[src/include/mcrs_pkg.sv]
// Shared constants and state codes for the maintenance card reset sequencer
package mcrs_pkg;

   ////////////////////////////////////////////////////////////////////////////
   // Clock rate
   localparam longint unsigned CLOCK_HZ = 64'd40000000;

   ////////////////////////////////////////////////////////////////////////////
   // Timing figures in their own units and derived cycle counts
   localparam longint unsigned LONG_PRESS_MS = 64'd3500;
   localparam longint unsigned LONG_PRESS_CYC = (CLOCK_HZ * LONG_PRESS_MS + 64'd999) / 64'd1000;
   localparam longint unsigned MODEM_INIT_S = 64'd30;
   localparam longint unsigned MODEM_INIT_CYC = CLOCK_HZ * MODEM_INIT_S;

   // Width of the reset pulses driven out of the block
   localparam logic [7:0] PULSE_CYC = 8'h10;

   // Counter width for long timers
   localparam int TIMER_W = 32;

   ////////////////////////////////////////////////////////////////////////////
   // Reset values
   localparam logic [TIMER_W-1:0] TIMER_RST = 32'h0;
   localparam logic [7:0] PULSE_RST = 8'h00;

   ////////////////////////////////////////////////////////////////////////////
   // Pin synchroniser bit positions
   localparam int PIN_POWER = 0;
   localparam int PIN_EXTBIOS = 1;
   localparam int PIN_HARDRST = 2;
   localparam int PIN_FARCTS = 3;
   localparam int PIN_COUNT = 4;

   ////////////////////////////////////////////////////////////////////////////
   // Start-up sequence states, one-hot
   typedef enum logic [9:0] {
      MCRS_OFF      = 10'h001,
      MCRS_SELFTEST = 10'h002,
      MCRS_CHECK    = 10'h004,
      MCRS_DOWNLOAD = 10'h008,
      MCRS_BIOS     = 10'h010,
      MCRS_MODEM    = 10'h020,
      MCRS_CLEAR    = 10'h040,
      MCRS_CHOICE   = 10'h080,
      MCRS_RUN      = 10'h100,
      MCRS_SPARE    = 10'h200
   } mcrs_state_t;

endpackage

[src/rtl/mcrs_button_timer.sv]
// Faceplate reset button synchroniser, press timer and press classifier
`timescale 1ns/1ps
module mcrs_button_timer
   import mcrs_pkg::*;
#(
   parameter logic [TIMER_W-1:0] LONG_CYCLES = TIMER_W'(LONG_PRESS_CYC)
) (
   input wire logic clock,
   input wire logic rst,
   input wire logic resetButtonN,
   output logic shortPress,
   output logic longPress
);

   logic syncA_reg;
   logic syncB_reg;
   logic syncC_reg;
   logic pressed_reg;
   logic [TIMER_W-1:0] holdCount_reg;

   ////////////////////////////////////////////////////////////////////////////
   // Three-stage synchroniser, button is active low
   always_ff @(posedge clock) begin
      if (rst) begin
         syncA_reg <= 1'b1;
         syncB_reg <= 1'b1;
         syncC_reg <= 1'b1;
      end else begin
         syncA_reg <= resetButtonN;
         syncB_reg <= syncA_reg;
         syncC_reg <= syncB_reg;
      end
   end

   // Press state follows only when the last two stages agree
   always_ff @(posedge clock) begin
      if (rst) begin
         pressed_reg <= 1'b0;
      end else if (syncB_reg == syncC_reg) begin
         pressed_reg <= ~syncC_reg;
      end
   end

   // Hold timer, saturating so very long presses stay long
   always_ff @(posedge clock) begin
      if (rst) begin
         holdCount_reg <= TIMER_RST;
      end else if (!pressed_reg) begin
         holdCount_reg <= TIMER_RST;
      end else if (holdCount_reg != {TIMER_W{1'b1}}) begin
         holdCount_reg <= holdCount_reg + 1'b1;
      end
   end

   // Classify on release only
   always_ff @(posedge clock) begin
      if (rst) begin
         shortPress <= 1'b0;
         longPress <= 1'b0;
      end else begin
         shortPress <= pressed_reg && (syncB_reg == syncC_reg) && syncC_reg
                       && (holdCount_reg <= LONG_CYCLES);
         longPress <= pressed_reg && (syncB_reg == syncC_reg) && syncC_reg
                      && (holdCount_reg > LONG_CYCLES);
      end
   end

endmodule

[src/rtl/mcrs_sequencer.sv]
// Maintenance card reset causes, start-up sequence and platform reset handling
`timescale 1ns/1ps
module mcrs_sequencer
   import mcrs_pkg::*;
#(
   parameter logic [TIMER_W-1:0] LONG_PRESS_CYCLES = TIMER_W'(LONG_PRESS_CYC),
   parameter logic [TIMER_W-1:0] MODEM_INIT_CYCLES = TIMER_W'(MODEM_INIT_CYC),
   parameter bit HAS_INTERNAL_MODEM = 1'b1
) (
   input wire logic clock,
   input wire logic rst,
   // Pins
   input wire logic platformPower,
   input wire logic resetButtonN,
   input wire logic extendedBiosEnable,
   input wire logic platformResetSense,
   input wire logic farClearToSend,
   // Firmware and platform requests, same clock
   input wire logic cardResetCmd,
   input wire logic rebootCmd,
   input wire logic osShutdownReset,
   input wire logic postBegin,
   input wire logic independentReq,
   input wire logic selfTestDone,
   input wire logic imageCheckDone,
   input wire logic imageOk,
   input wire logic downloadDone,
   input wire logic biosLoadDone,
   input wire logic modemConfigDone,
   input wire logic modemReadyIn,
   input wire logic diagEnable,
   input wire logic keyContinue,
   input wire logic keyDiagnostics,
   input wire logic localRxReady,
   input wire logic comRxValid,
   input wire logic [7:0] comRxData,
   // Sequence outputs
   output logic cardResetOut,
   output logic modemResetOut,
   output logic dropCall,
   output logic selfTestRun,
   output logic postCaptureEn,
   output logic imageCheckRun,
   output logic downloadMode,
   output logic biosLoadRun,
   output logic modemConfigRun,
   output logic clearPostBuffer,
   output logic clearEventCounters,
   output logic rewritePostRecord,
   output logic loadDiagnostics,
   output logic choicePrompt,
   output logic normalState,
   output logic independentState,
   output logic modemOwnedByCard,
   output logic cmdAccept,
   output logic modemUsable,
   output logic modemInitFail,
   output logic platformResetOut,
   // Serial path
   output logic modemRtsOut,
   output logic comRxReady,
   output logic remoteTxValid,
   output logic [7:0] remoteTxData
);

   ////////////////////////////////////////////////////////////////////////////
   // Helpers

   // Saturating one-step countdown used by every pulse stretcher
   function automatic logic [7:0] countDown(input logic [7:0] cnt);
      countDown = (cnt == 8'h00) ? 8'h00 : cnt - 8'h01;
   endfunction

   ////////////////////////////////////////////////////////////////////////////
   // Declarations
   logic [PIN_COUNT-1:0] pinA_reg;
   logic [PIN_COUNT-1:0] pinB_reg;
   logic [PIN_COUNT-1:0] pinC_reg;
   logic [PIN_COUNT-1:0] pinStable_reg;
   logic [PIN_COUNT-1:0] pinStable_next;
   logic powerPrev_reg;
   logic hardPrev_reg;
   logic powerRise;
   logic powerOn;
   logic hardRise;
   logic extBios;
   logic shortPress;
   logic longPress;
   logic fullReset;
   logic modemReset;
   mcrs_state_t state_reg;
   mcrs_state_t state_next;
   mcrs_state_t afterCheck;
   logic skipBios_reg;
   logic [7:0] cardPulse_reg;
   logic [7:0] modemPulse_reg;
   logic [7:0] platPulse_reg;
   logic [TIMER_W-1:0] modemTimer_reg;
   logic modemWait_reg;
   logic rewritePending_reg;
   logic runNext;

   ////////////////////////////////////////////////////////////////////////////
   // Pin synchronisers: three stages, change taken when last two agree
   always_ff @(posedge clock) begin
      if (rst) begin
         pinA_reg <= '0;
         pinB_reg <= '0;
         pinC_reg <= '0;
      end else begin
         pinA_reg <= {farClearToSend, platformResetSense, extendedBiosEnable, platformPower};
         pinB_reg <= pinA_reg;
         pinC_reg <= pinB_reg;
      end
   end

   // Bits where stages agree follow, others hold
   assign pinStable_next = (~(pinB_reg ^ pinC_reg) & pinC_reg)
                         | ((pinB_reg ^ pinC_reg) & pinStable_reg);

   always_ff @(posedge clock) begin
      if (rst) begin
         pinStable_reg <= '0;
         powerPrev_reg <= 1'b0;
         hardPrev_reg <= 1'b0;
      end else begin
         pinStable_reg <= pinStable_next;
         powerPrev_reg <= pinStable_reg[PIN_POWER];
         hardPrev_reg <= pinStable_reg[PIN_HARDRST];
      end
   end

   assign powerOn = pinStable_reg[PIN_POWER];
   assign powerRise = powerOn & ~powerPrev_reg;
   assign hardRise = pinStable_reg[PIN_HARDRST] & ~hardPrev_reg;
   assign extBios = pinStable_reg[PIN_EXTBIOS];

   ////////////////////////////////////////////////////////////////////////////
   // Faceplate button timing
   mcrs_button_timer #(
      .LONG_CYCLES(LONG_PRESS_CYCLES)
   ) buttonTimer (
      .clock(clock),
      .rst(rst),
      .resetButtonN(resetButtonN),
      .shortPress(shortPress),
      .longPress(longPress)
   );

   ////////////////////////////////////////////////////////////////////////////
   // Reset causes
   // Full reset: power-on, long press, or accepted reset command only
   assign fullReset = powerRise | (longPress & powerOn)
                    | (cardResetCmd & cmdAccept);
   // Modem follows every full reset, and a short press on internal modem
   assign modemReset = fullReset
                     | (shortPress & HAS_INTERNAL_MODEM & powerOn);

   // Extended BIOS step is skipped after a reset command
   always_ff @(posedge clock) begin
      if (rst) begin
         skipBios_reg <= 1'b0;
      end else if (fullReset) begin
         skipBios_reg <= ~(powerRise | longPress);
      end
   end

   ////////////////////////////////////////////////////////////////////////////
   // Start-up sequence
   // Step after image check or download
   assign afterCheck = (extBios && !skipBios_reg) ? MCRS_BIOS : MCRS_MODEM;

   always_comb begin
      state_next = state_reg;
      case (state_reg)
         MCRS_OFF: begin
            state_next = MCRS_OFF;
         end
         MCRS_SELFTEST: begin
            if (selfTestDone) begin
               state_next = MCRS_CHECK;
            end
         end
         MCRS_CHECK: begin
            if (imageCheckDone) begin
               state_next = imageOk ? afterCheck : MCRS_DOWNLOAD;
            end
         end
         MCRS_DOWNLOAD: begin
            if (downloadDone) begin
               state_next = afterCheck;
            end
         end
         MCRS_BIOS: begin
            if (biosLoadDone) begin
               state_next = MCRS_MODEM;
            end
         end
         MCRS_MODEM: begin
            if (modemConfigDone) begin
               state_next = MCRS_CLEAR;
            end
         end
         MCRS_CLEAR: begin
            state_next = diagEnable ? MCRS_CHOICE : MCRS_RUN;
         end
         MCRS_CHOICE: begin
            if (keyContinue || keyDiagnostics) begin
               state_next = MCRS_RUN;
            end
         end
         MCRS_RUN: begin
            state_next = MCRS_RUN;
         end
         default: begin
            state_next = MCRS_OFF;
         end
      endcase
      // Full reset causes restart the sequence; power loss stops it
      if (fullReset) begin
         state_next = MCRS_SELFTEST;
      end
      if (!powerOn) begin
         state_next = MCRS_OFF;
      end
   end

   always_ff @(posedge clock) begin
      if (rst) begin
         state_reg <= MCRS_OFF;
      end else begin
         state_reg <= state_next;
      end
   end

   assign runNext = (state_next == MCRS_RUN);

   ////////////////////////////////////////////////////////////////////////////
   // Step strobes and state flags
   always_ff @(posedge clock) begin
      if (rst) begin
         selfTestRun <= 1'b0;
         postCaptureEn <= 1'b0;
         imageCheckRun <= 1'b0;
         downloadMode <= 1'b0;
         biosLoadRun <= 1'b0;
         modemConfigRun <= 1'b0;
         choicePrompt <= 1'b0;
         cmdAccept <= 1'b0;
      end else begin
         selfTestRun <= (state_next == MCRS_SELFTEST);
         postCaptureEn <= (state_next != MCRS_OFF);
         imageCheckRun <= (state_next == MCRS_CHECK);
         downloadMode <= (state_next == MCRS_DOWNLOAD);
         biosLoadRun <= (state_next == MCRS_BIOS);
         modemConfigRun <= (state_next == MCRS_MODEM);
         choicePrompt <= (state_next == MCRS_CHOICE);
         cmdAccept <= runNext;
      end
   end

   // Modem ownership follows the operating state
   always_ff @(posedge clock) begin
      if (rst) begin
         normalState <= 1'b0;
         independentState <= 1'b0;
         modemOwnedByCard <= 1'b0;
      end else begin
         normalState <= runNext & ~independentReq;
         independentState <= runNext & independentReq;
         modemOwnedByCard <= runNext & independentReq;
      end
   end

   ////////////////////////////////////////////////////////////////////////////
   // Reset pulse stretchers
   always_ff @(posedge clock) begin
      if (rst) begin
         cardPulse_reg <= PULSE_RST;
         modemPulse_reg <= PULSE_RST;
         platPulse_reg <= PULSE_RST;
      end else begin
         cardPulse_reg <= fullReset ? PULSE_CYC : countDown(cardPulse_reg);
         modemPulse_reg <= modemReset ? PULSE_CYC : countDown(modemPulse_reg);
         // Card-driven platform reset only from independent state
         platPulse_reg <= (rebootCmd && independentState && cmdAccept)
                        ? PULSE_CYC : countDown(platPulse_reg);
      end
   end

   // Platform resets never drop the call; only card or modem resets do
   always_ff @(posedge clock) begin
      if (rst) begin
         cardResetOut <= 1'b0;
         modemResetOut <= 1'b0;
         dropCall <= 1'b0;
         platformResetOut <= 1'b0;
      end else begin
         cardResetOut <= fullReset | (cardPulse_reg > 8'h01);
         modemResetOut <= modemReset | (modemPulse_reg > 8'h01);
         dropCall <= modemReset | (modemPulse_reg > 8'h01);
         platformResetOut <= (rebootCmd && independentState && cmdAccept)
                           | (platPulse_reg > 8'h01);
      end
   end

   ////////////////////////////////////////////////////////////////////////////
   // Modem initialisation window
   always_ff @(posedge clock) begin
      if (rst) begin
         modemTimer_reg <= TIMER_RST;
         modemWait_reg <= 1'b0;
         modemUsable <= 1'b0;
         modemInitFail <= 1'b0;
      end else if (modemReset || modemResetOut || !powerOn) begin
         modemTimer_reg <= TIMER_RST;
         modemWait_reg <= powerOn;
         modemUsable <= 1'b0;
         modemInitFail <= 1'b0;
      end else if (modemWait_reg) begin
         if (modemReadyIn) begin
            modemWait_reg <= 1'b0;
            modemUsable <= 1'b1;
         end else if (modemTimer_reg >= MODEM_INIT_CYCLES - 1'b1) begin
            modemWait_reg <= 1'b0;
            modemInitFail <= 1'b1;
         end else begin
            modemTimer_reg <= modemTimer_reg + 1'b1;
         end
      end
   end

   ////////////////////////////////////////////////////////////////////////////
   // POST record and event counter housekeeping
   // Pending rewrite after shutdown reset; a new set wins over the clear
   always_ff @(posedge clock) begin
      if (rst) begin
         rewritePending_reg <= 1'b0;
      end else begin
         rewritePending_reg <= osShutdownReset
                             | (rewritePending_reg & ~postBegin);
      end
   end

   always_ff @(posedge clock) begin
      if (rst) begin
         clearPostBuffer <= 1'b0;
         clearEventCounters <= 1'b0;
         rewritePostRecord <= 1'b0;
         loadDiagnostics <= 1'b0;
      end else begin
         clearPostBuffer <= (state_reg == MCRS_CLEAR) && powerOn;
         clearEventCounters <= ((state_reg == MCRS_CLEAR) && powerOn)
                             | hardRise;
         rewritePostRecord <= (rewritePending_reg & postBegin)
                            | hardRise;
         loadDiagnostics <= ((state_reg == MCRS_CHOICE) && powerOn
                             && keyDiagnostics && !keyContinue)
                          | (hardRise & extBios);
      end
   end

   ////////////////////////////////////////////////////////////////////////////
   // Serial forwarding with hardware flow control
   // Far-end clear-to-send gates what the port accepts; not cut by reboots
   always_ff @(posedge clock) begin
      if (rst) begin
         modemRtsOut <= 1'b0;
         comRxReady <= 1'b0;
         remoteTxValid <= 1'b0;
         remoteTxData <= 8'h00;
      end else begin
         modemRtsOut <= localRxReady;
         comRxReady <= pinStable_reg[PIN_FARCTS];
         remoteTxValid <= comRxValid & comRxReady;
         if (comRxValid && comRxReady) begin
            remoteTxData <= comRxData;
         end
      end
   end

endmodule

[config.mk]
export PLATFORM = sky130hd
export DESIGN_NAME = mcrs_sequencer
export DESIGN_NICKNAME = d
export VERILOG_FILES = /design/src/include/mcrs_pkg.sv /design/src/rtl/mcrs_button_timer.sv /design/src/rtl/mcrs_sequencer.sv
export SDC_FILE = /design/constraint.sdc
export NUM_CORES = 1
export LEC_CHECK = 0
export BUFFER_PORTS_ARGS = -buffer_cell sky130_fd_sc_hd__buf_4
export CAP_MARGIN = 10
export CORE_MARGIN = 2
export CORE_UTILIZATION = 55
export CTS_BUF_LIST = sky130_fd_sc_hd__clkbuf_4
export DETAILED_ROUTE_END_ITERATION = 8
export GPL_ROUTABILITY_DRIVEN = 0
export PLACE_DENSITY = 0.78
export SKIP_CTS_REPAIR_TIMING = 1
export SLEW_MARGIN = 0
export SYNTH_ARGS = -nofsm -noshare
export SYNTH_HDL_FRONTEND = slang
export SYNTH_SLANG_ARGS = --single-unit
[constraint.sdc]
create_clock -name clock -period 2.2 [get_ports clock]
set_input_delay 0.33 -clock clock [delete_from_list [all_inputs] [get_ports clock]]
set_output_delay 0.33 -clock clock [all_outputs]
set_load 0.02 [all_outputs]
# After elaboration in Yosys (flattened, before gate mapping)
# Cells that the tools add are included.
dict set report word_totals {
  register_bits 155
  out_inout_bits 32
}
dict set report classes {
  add_sub_neg 5
  order_cmp 6
  eq_ne 18
  n_mux 22
  bitwise_logic 36
  reduce_logical 29
}
# cell count
set op_table {}
lappend op_table {{10-bit 2-to-1 mux} 8}
lappend op_table {{10-bit case mux with 8 select lines} 1}
lappend op_table {{32-bit by 1-bit adder with 32-bit output, second input constant} 2}
lappend op_table {{32-bit by 31-bit greater-or-equal comparator with 1-bit output, second input constant} 1}
lappend op_table {{32-bit by 28-bit greater-than comparator with 1-bit output, second input constant} 1}
lappend op_table {{32-bit by 28-bit <= comparator with 1-bit output, second input constant} 1}
lappend op_table {{32-bit != test, second input constant} 1}
lappend op_table {{5-bit 2-to-1 mux} 6}
lappend op_table {{8-bit by 1-bit greater-than comparator with 1-bit output, second input constant} 3}
lappend op_table {{8-bit logical NOT} 3}
lappend op_table {{8-bit by 1-bit subtractor with 8-bit output, second input constant} 3}
lappend op_table {{10-bit by 2-bit == test with 1-bit output, second input constant} 2}
lappend op_table {{10-bit by 3-bit == test with 1-bit output, second input constant} 2}
lappend op_table {{10-bit by 4-bit == test with 1-bit output, second input constant} 2}
lappend op_table {{10-bit by 5-bit == test with 1-bit output, second input constant} 2}
lappend op_table {{10-bit by 6-bit == test with 1-bit output, second input constant} 2}
lappend op_table {{10-bit by 8-bit == test with 1-bit output, second input constant} 2}
lappend op_table {{10-bit by 9-bit == test with 1-bit output, second input constant} 2}
lappend op_table {{1-bit logical AND} 12}
lappend op_table {{6-bit 2-to-1 mux} 2}
lappend op_table {{1-bit AND} 11}
lappend op_table {{1-bit OR} 11}
lappend op_table {{10-bit by 7-bit == test with 1-bit output, second input constant} 1}
lappend op_table {{10-bit by 1-bit != test with 1-bit output, second input constant} 1}
lappend op_table {{14 further kinds} 34}

# Depth between registers and ports, before layout
dict set report depth {
  depth_word 10
  depth_mapped 8
}

# Hierarchy
# A second synthesis with hierarchy kept.
dict set report unflattened {
  cells_unflattened 824
  hier_area_um2 7124.3
}
# module instances cells_each area_each_um2
set modules_own_cells {}
lappend modules_own_cells {mcrs_sequencer 1 580 5051.1}
lappend modules_own_cells {mcrs_button_timer 1 244 2073.2}

# Worst setup path before layout
# OpenSTA, ideal clock, no wires.
dict set report synth_path {
  path_type {reg-to-reg}
  from {register modemTimer_reg[20]}
  to {register modemTimer_reg[16]}
  setup_time_ps 128
  t_arrival_ps 2153
  t_required_ps 2072
  setup_slack_ps -81
  path_stages_with_launch 8
  path_buffers 1
  path_cell_list {dfxtp_1 -> or4_1 -> or4_4 -> a211oi_4 -> buf_6 -> nor3_1 -> xnor2_1 -> nor2_1}
}
dict set report synth_between {
  elab_chain_len 3
}
# item line
set synth_rtl {}
lappend synth_rtl {{start: declaration} mcrs_sequencer.sv:98} ;# logic [TIMER_W-1:0] modemTimer_reg;
lappend synth_rtl {{start signal: assignment} mcrs_sequencer.sv:328} ;# modemTimer_reg <= modemTimer_reg + 1'b1;
lappend synth_rtl {{32-bit by 31-bit greater-or-equal comparator with 1-bit output} mcrs_sequencer.sv:324} ;# end else if (modemTimer_reg >= MODEM_INIT_CYCLES - 1'b1) begin
lappend synth_rtl {{1-bit inverter (no line)} --}
lappend synth_rtl {{3-bit AND reduction (no line)} --}
# Every way passes these cells.
# A chain may end at the register's enable or synchronous reset.

# Final worst setup path
dict set report layout_path {
  from {register modemTimer_reg[19]}
  to {register modemTimer_reg[1]}
}
# Same word-level chain as after synthesis.

==> results.py <==
metrics = {
    "synth": {
        "postSynth.asyncResetShare_pct": 0,
        "netlist-cell-type-count": 55,
        "syn_area_per_cell_um2": 8.59,
        "mappedNetlistArea_um2": 6580,
        "synth_top_cells_by_count": "dfxtp_1 (155), nor2_1 (129), nand2_1 (58)",
        "synthTopCellsByArea": "dfxtp_1 (47%), nor2_1 (7.4%), xnor2_1 (6.3%), xor2_1 (3.6%), nand2_1 (3.3%)",
        "synth_enable_flop_cells": 0,
        "synth_most_common_cell": "dfxtp_1",
        "syn-num-nets": 810,
        "netlist_instances": 766,
        "yosys.area.top_type": "dfxtp_1",
        "synth_top_area_share_pct": 47.1,
        "synth-seq-cells": 155,
        "ys_seq_area_share_pct": 47.1,
        "yosys_warnings": 0,
        "synth_ff_type": "dfxtp_1",
    },
    "global_routing": {
        "pin_count_of_the_biggest_net_entering_global_routing": 46,
        "global_route_wire_length_before_repair_mm": 23.7,
        "groute.usage.overall_pct": 22.2,
        "grt-ovfl-total": 0,
        "antenna_found_initial": 1,
        "vias_in_the_first_global_route": 5456,
    },
    "timing": {
        "worst-slew-pin-transition_ns": 0.634,
        "setup-tns-final_ns": -0.281,
        "remaining_max_slew_budget_at_the_tightest_pin_pct": 57.4,
        "finalCritPeriodShare_pct": 104,
        "fin_ws_ns": -0.0776,
        "finalCriticalPeriod_ns": 2.28,
        "worst_hold_margin_ns": 0.0471,
        "finalHoldViolations": 0,
        "timing.fmax_mhz": 439,
        "maxSlewViolCount": 0,
        "finalClockSkew_ns": 0.0249,
        "final-setup-viol-count": 10,
        "rsz0062_at_grt": "yes",
    },
    "placement": {
        "dp_slack_ns": 0.0368,
        "io_buffer_count": 63,
        "placed_inst_area_um2": 7350,
        "dp_hpwl_mm": 9.83,
        "numPlacedInstances": 976,
    },
    "routing": {
        "wire_length_reported_by_the_detailed_router_mm": 14.4,
        "drcViolationCount": 0,
        "avgViaCountPerCell": 5.58,
        "drt-initial-drc-count": 397,
        "antenna_violating_nets_post_route": 0,
        "drt-pass1-iter-count": 5,
        "avgRoutedWirePerCell_um": 14.0,
        "vias": 5757,
    },
    "power_and_ir_drop": {
        "vdd_ir_drop_max_mv": 0.848,
        "p_switching_mw": 1.93,
        "share_of_power_burned_in_registers_pct": 51.9,
        "part_of_the_total_power_dissipated_in_combinational_logic_pct": 19.2,
        "cellLeakagePower_nw": 2.92,
        "internal_power_mw": 4.22,
        "cellPowerDensity_nw_per_um2": 769,
        "power.switching_fraction_pct": 31.4,
        "finalPower_mw": 6.15,
        "clock_power_share_pct": 28.9,
    },
    "worst_setup_path": {
        "crit_path_max_incr_delay_ns": 0.57,
        "path_class": "flip-flop to flip-flop",
        "critPathArrivalTime_ns": 2.72,
        "cp_num_buf_inv": 0,
        "critical_path.endpoint_type": "flip-flop",
        "critical_path.cell_chain": "or4_4 -> o211ai_1 -> nand2_1 -> nor3_1 -> mux2i_1 -> nor2_1",
        "critPathRequiredTime_ns": 2.64,
        "kind_of_launch_point_of_the_worst_setup_path": "flip-flop",
        "path_max_fanout": 4,
        "cpLargestDelayFamily": "simple AND/OR/NAND/NOR gates",
        "critical_path.slowest_cell": "nor3_1",
    },
    "status": {
        "outcome": "finished with violations",
        "failing_checks": "negative setup slack",
    },
    "layout": {
        "stdcell_count": 1031,
        "finish.net_count": 918,
        "post-route-util_pct": 69.2,
        "final_layout_size_suffix_gt1_share_pct": 18.0,
        "synthToLayoutAreaGrowth_pct": 21.5,
        "finish.instance_area_um2": 8000,
    },
    "cts": {
        "cts_inserted_buffers": 17,
        "cts-root-to-sink-buffers": 2,
        "path_clk_slew_ns": 0.16,
        "worstSkewPairLatency_ns": 0.56,
        "clock_tree.htree_level_count": 4,
        "tritoncts_num_sinks": 155,
        "cts_root_buf": "clkbuf_4",
        "tritoncts": "built",
    },
    "floorplan": {
        "top_level_ports": 64,
        "die-width_um": 113,
        "floorplan.initialDensity_pct": 56.9,
        "chipHeight_um": 113,
        "die-area_um2": 12900,
        "design.core.area_um2": 11600,
        "num_rows": 39,
    },
    "job": {
        "max_capacitance_violation_count": 0,
    },
    "hold_path": {
        "timing.hold.worst.class": "primary input to flip-flop",
    },
}
-- power by group through the flow --
| stage | Combinational (mW) | Clock, mW | Sequential, mW |
|---|---|---|---|
| 6_report | 1.18 | 1.78 | 3.19 |
| 5_1_grt | 1.33 | 1.96 | 3.22 |
| 4_1_cts | 1.15 | 1.81 | 3.19 |
| 3_5_place_dp | 1.15 | 0 | 3.25 |
| 3_3_place_gp | 1.09 | 0 | 3.24 |
| 2_1_floorplan | 0.870 | 0 | 3.25 |
-- worst paths after layout --
path,endpoint,cells after the start,start,slack (ns)
max reg2reg,modemTimer_reg[1]$_SDFFE_PP0P_,6,modemTimer_reg[19]$_SDFFE_PP0P_,-0.08
min,state_reg[7]$_SDFF_PP0_,3,diagEnable,0.05
min reg2reg,buttonTimer.syncB_reg$_SDFF_PP1_,1,buttonTimer.syncA_reg$_SDFF_PP1_,0.44
max,modemTimer_reg[1]$_SDFFE_PP0P_,6,modemTimer_reg[19]$_SDFFE_PP0P_,-0.08
-- cells in the final DEF (no fill, tap or decap), types with 18 or more instances in the layout --
cell	Yosys	routed
nand3_1	42	42
nor2_1	129	129
dlygate4sd3_1	0	19
a21oi_1	35	35
nor3_1	29	25
buf_4	2	96
dfxtp_1	155	149
xor2_1	27	27
nor2b_1	18	18
nand4_1	26	26
xnor2_1	47	47
nand2_1	58	58
inv_1	24	24
-- layer usage --
| layer | GRT usage [%] | vias to the layer above | part of all wire (%) |
|---|---|---|---|
| met5 | 0 | - | 0 |
| met4 | 10.0 | 0 | 1.8 |
| met3 | 6.16 | 26 | 4.9 |
| met2 | 36.9 | 173 | 49 |
| met1 | 27.1 | 2701 | 44 |
| li1 | - | 2857 | - |
-- tightest hold or removal path: stages --
cell     delay (ns)
buf_4          0.08
a22oi_1        0.07
nor2_1         0.08
-- logic make-up after synthesis --
kind of cell / Yosys count / synth area share (%)
and+or+nand+nor: 387 / 29.2
DFF: 155 / 47.1
AOI/OAI and AO/OA: 83 / 7.96
xor gates and xnor gates: 74 / 9.85
buffers and inverters: 52 / 3.19
adders and majority gates: 12 / 2.28
muxes: 2 / 0.304
other: 1 / 0.0570
-- cell type report --
class / count / area [um2]
Clock inverter: 15 / 171
Inverter: 24 / 90.1
Fill cell: 900 / 3570
Sequential cell: 155 / 3110
Antenna cell: 1 / 2.50
Timing Repair Buffer: 117 / 933
Clock buffer: 17 / 128
Tap cell: 143 / 179
Multi-Input combinational cell: 559 / 3380
Note: power is estimated with default switching activity, not from simulation.
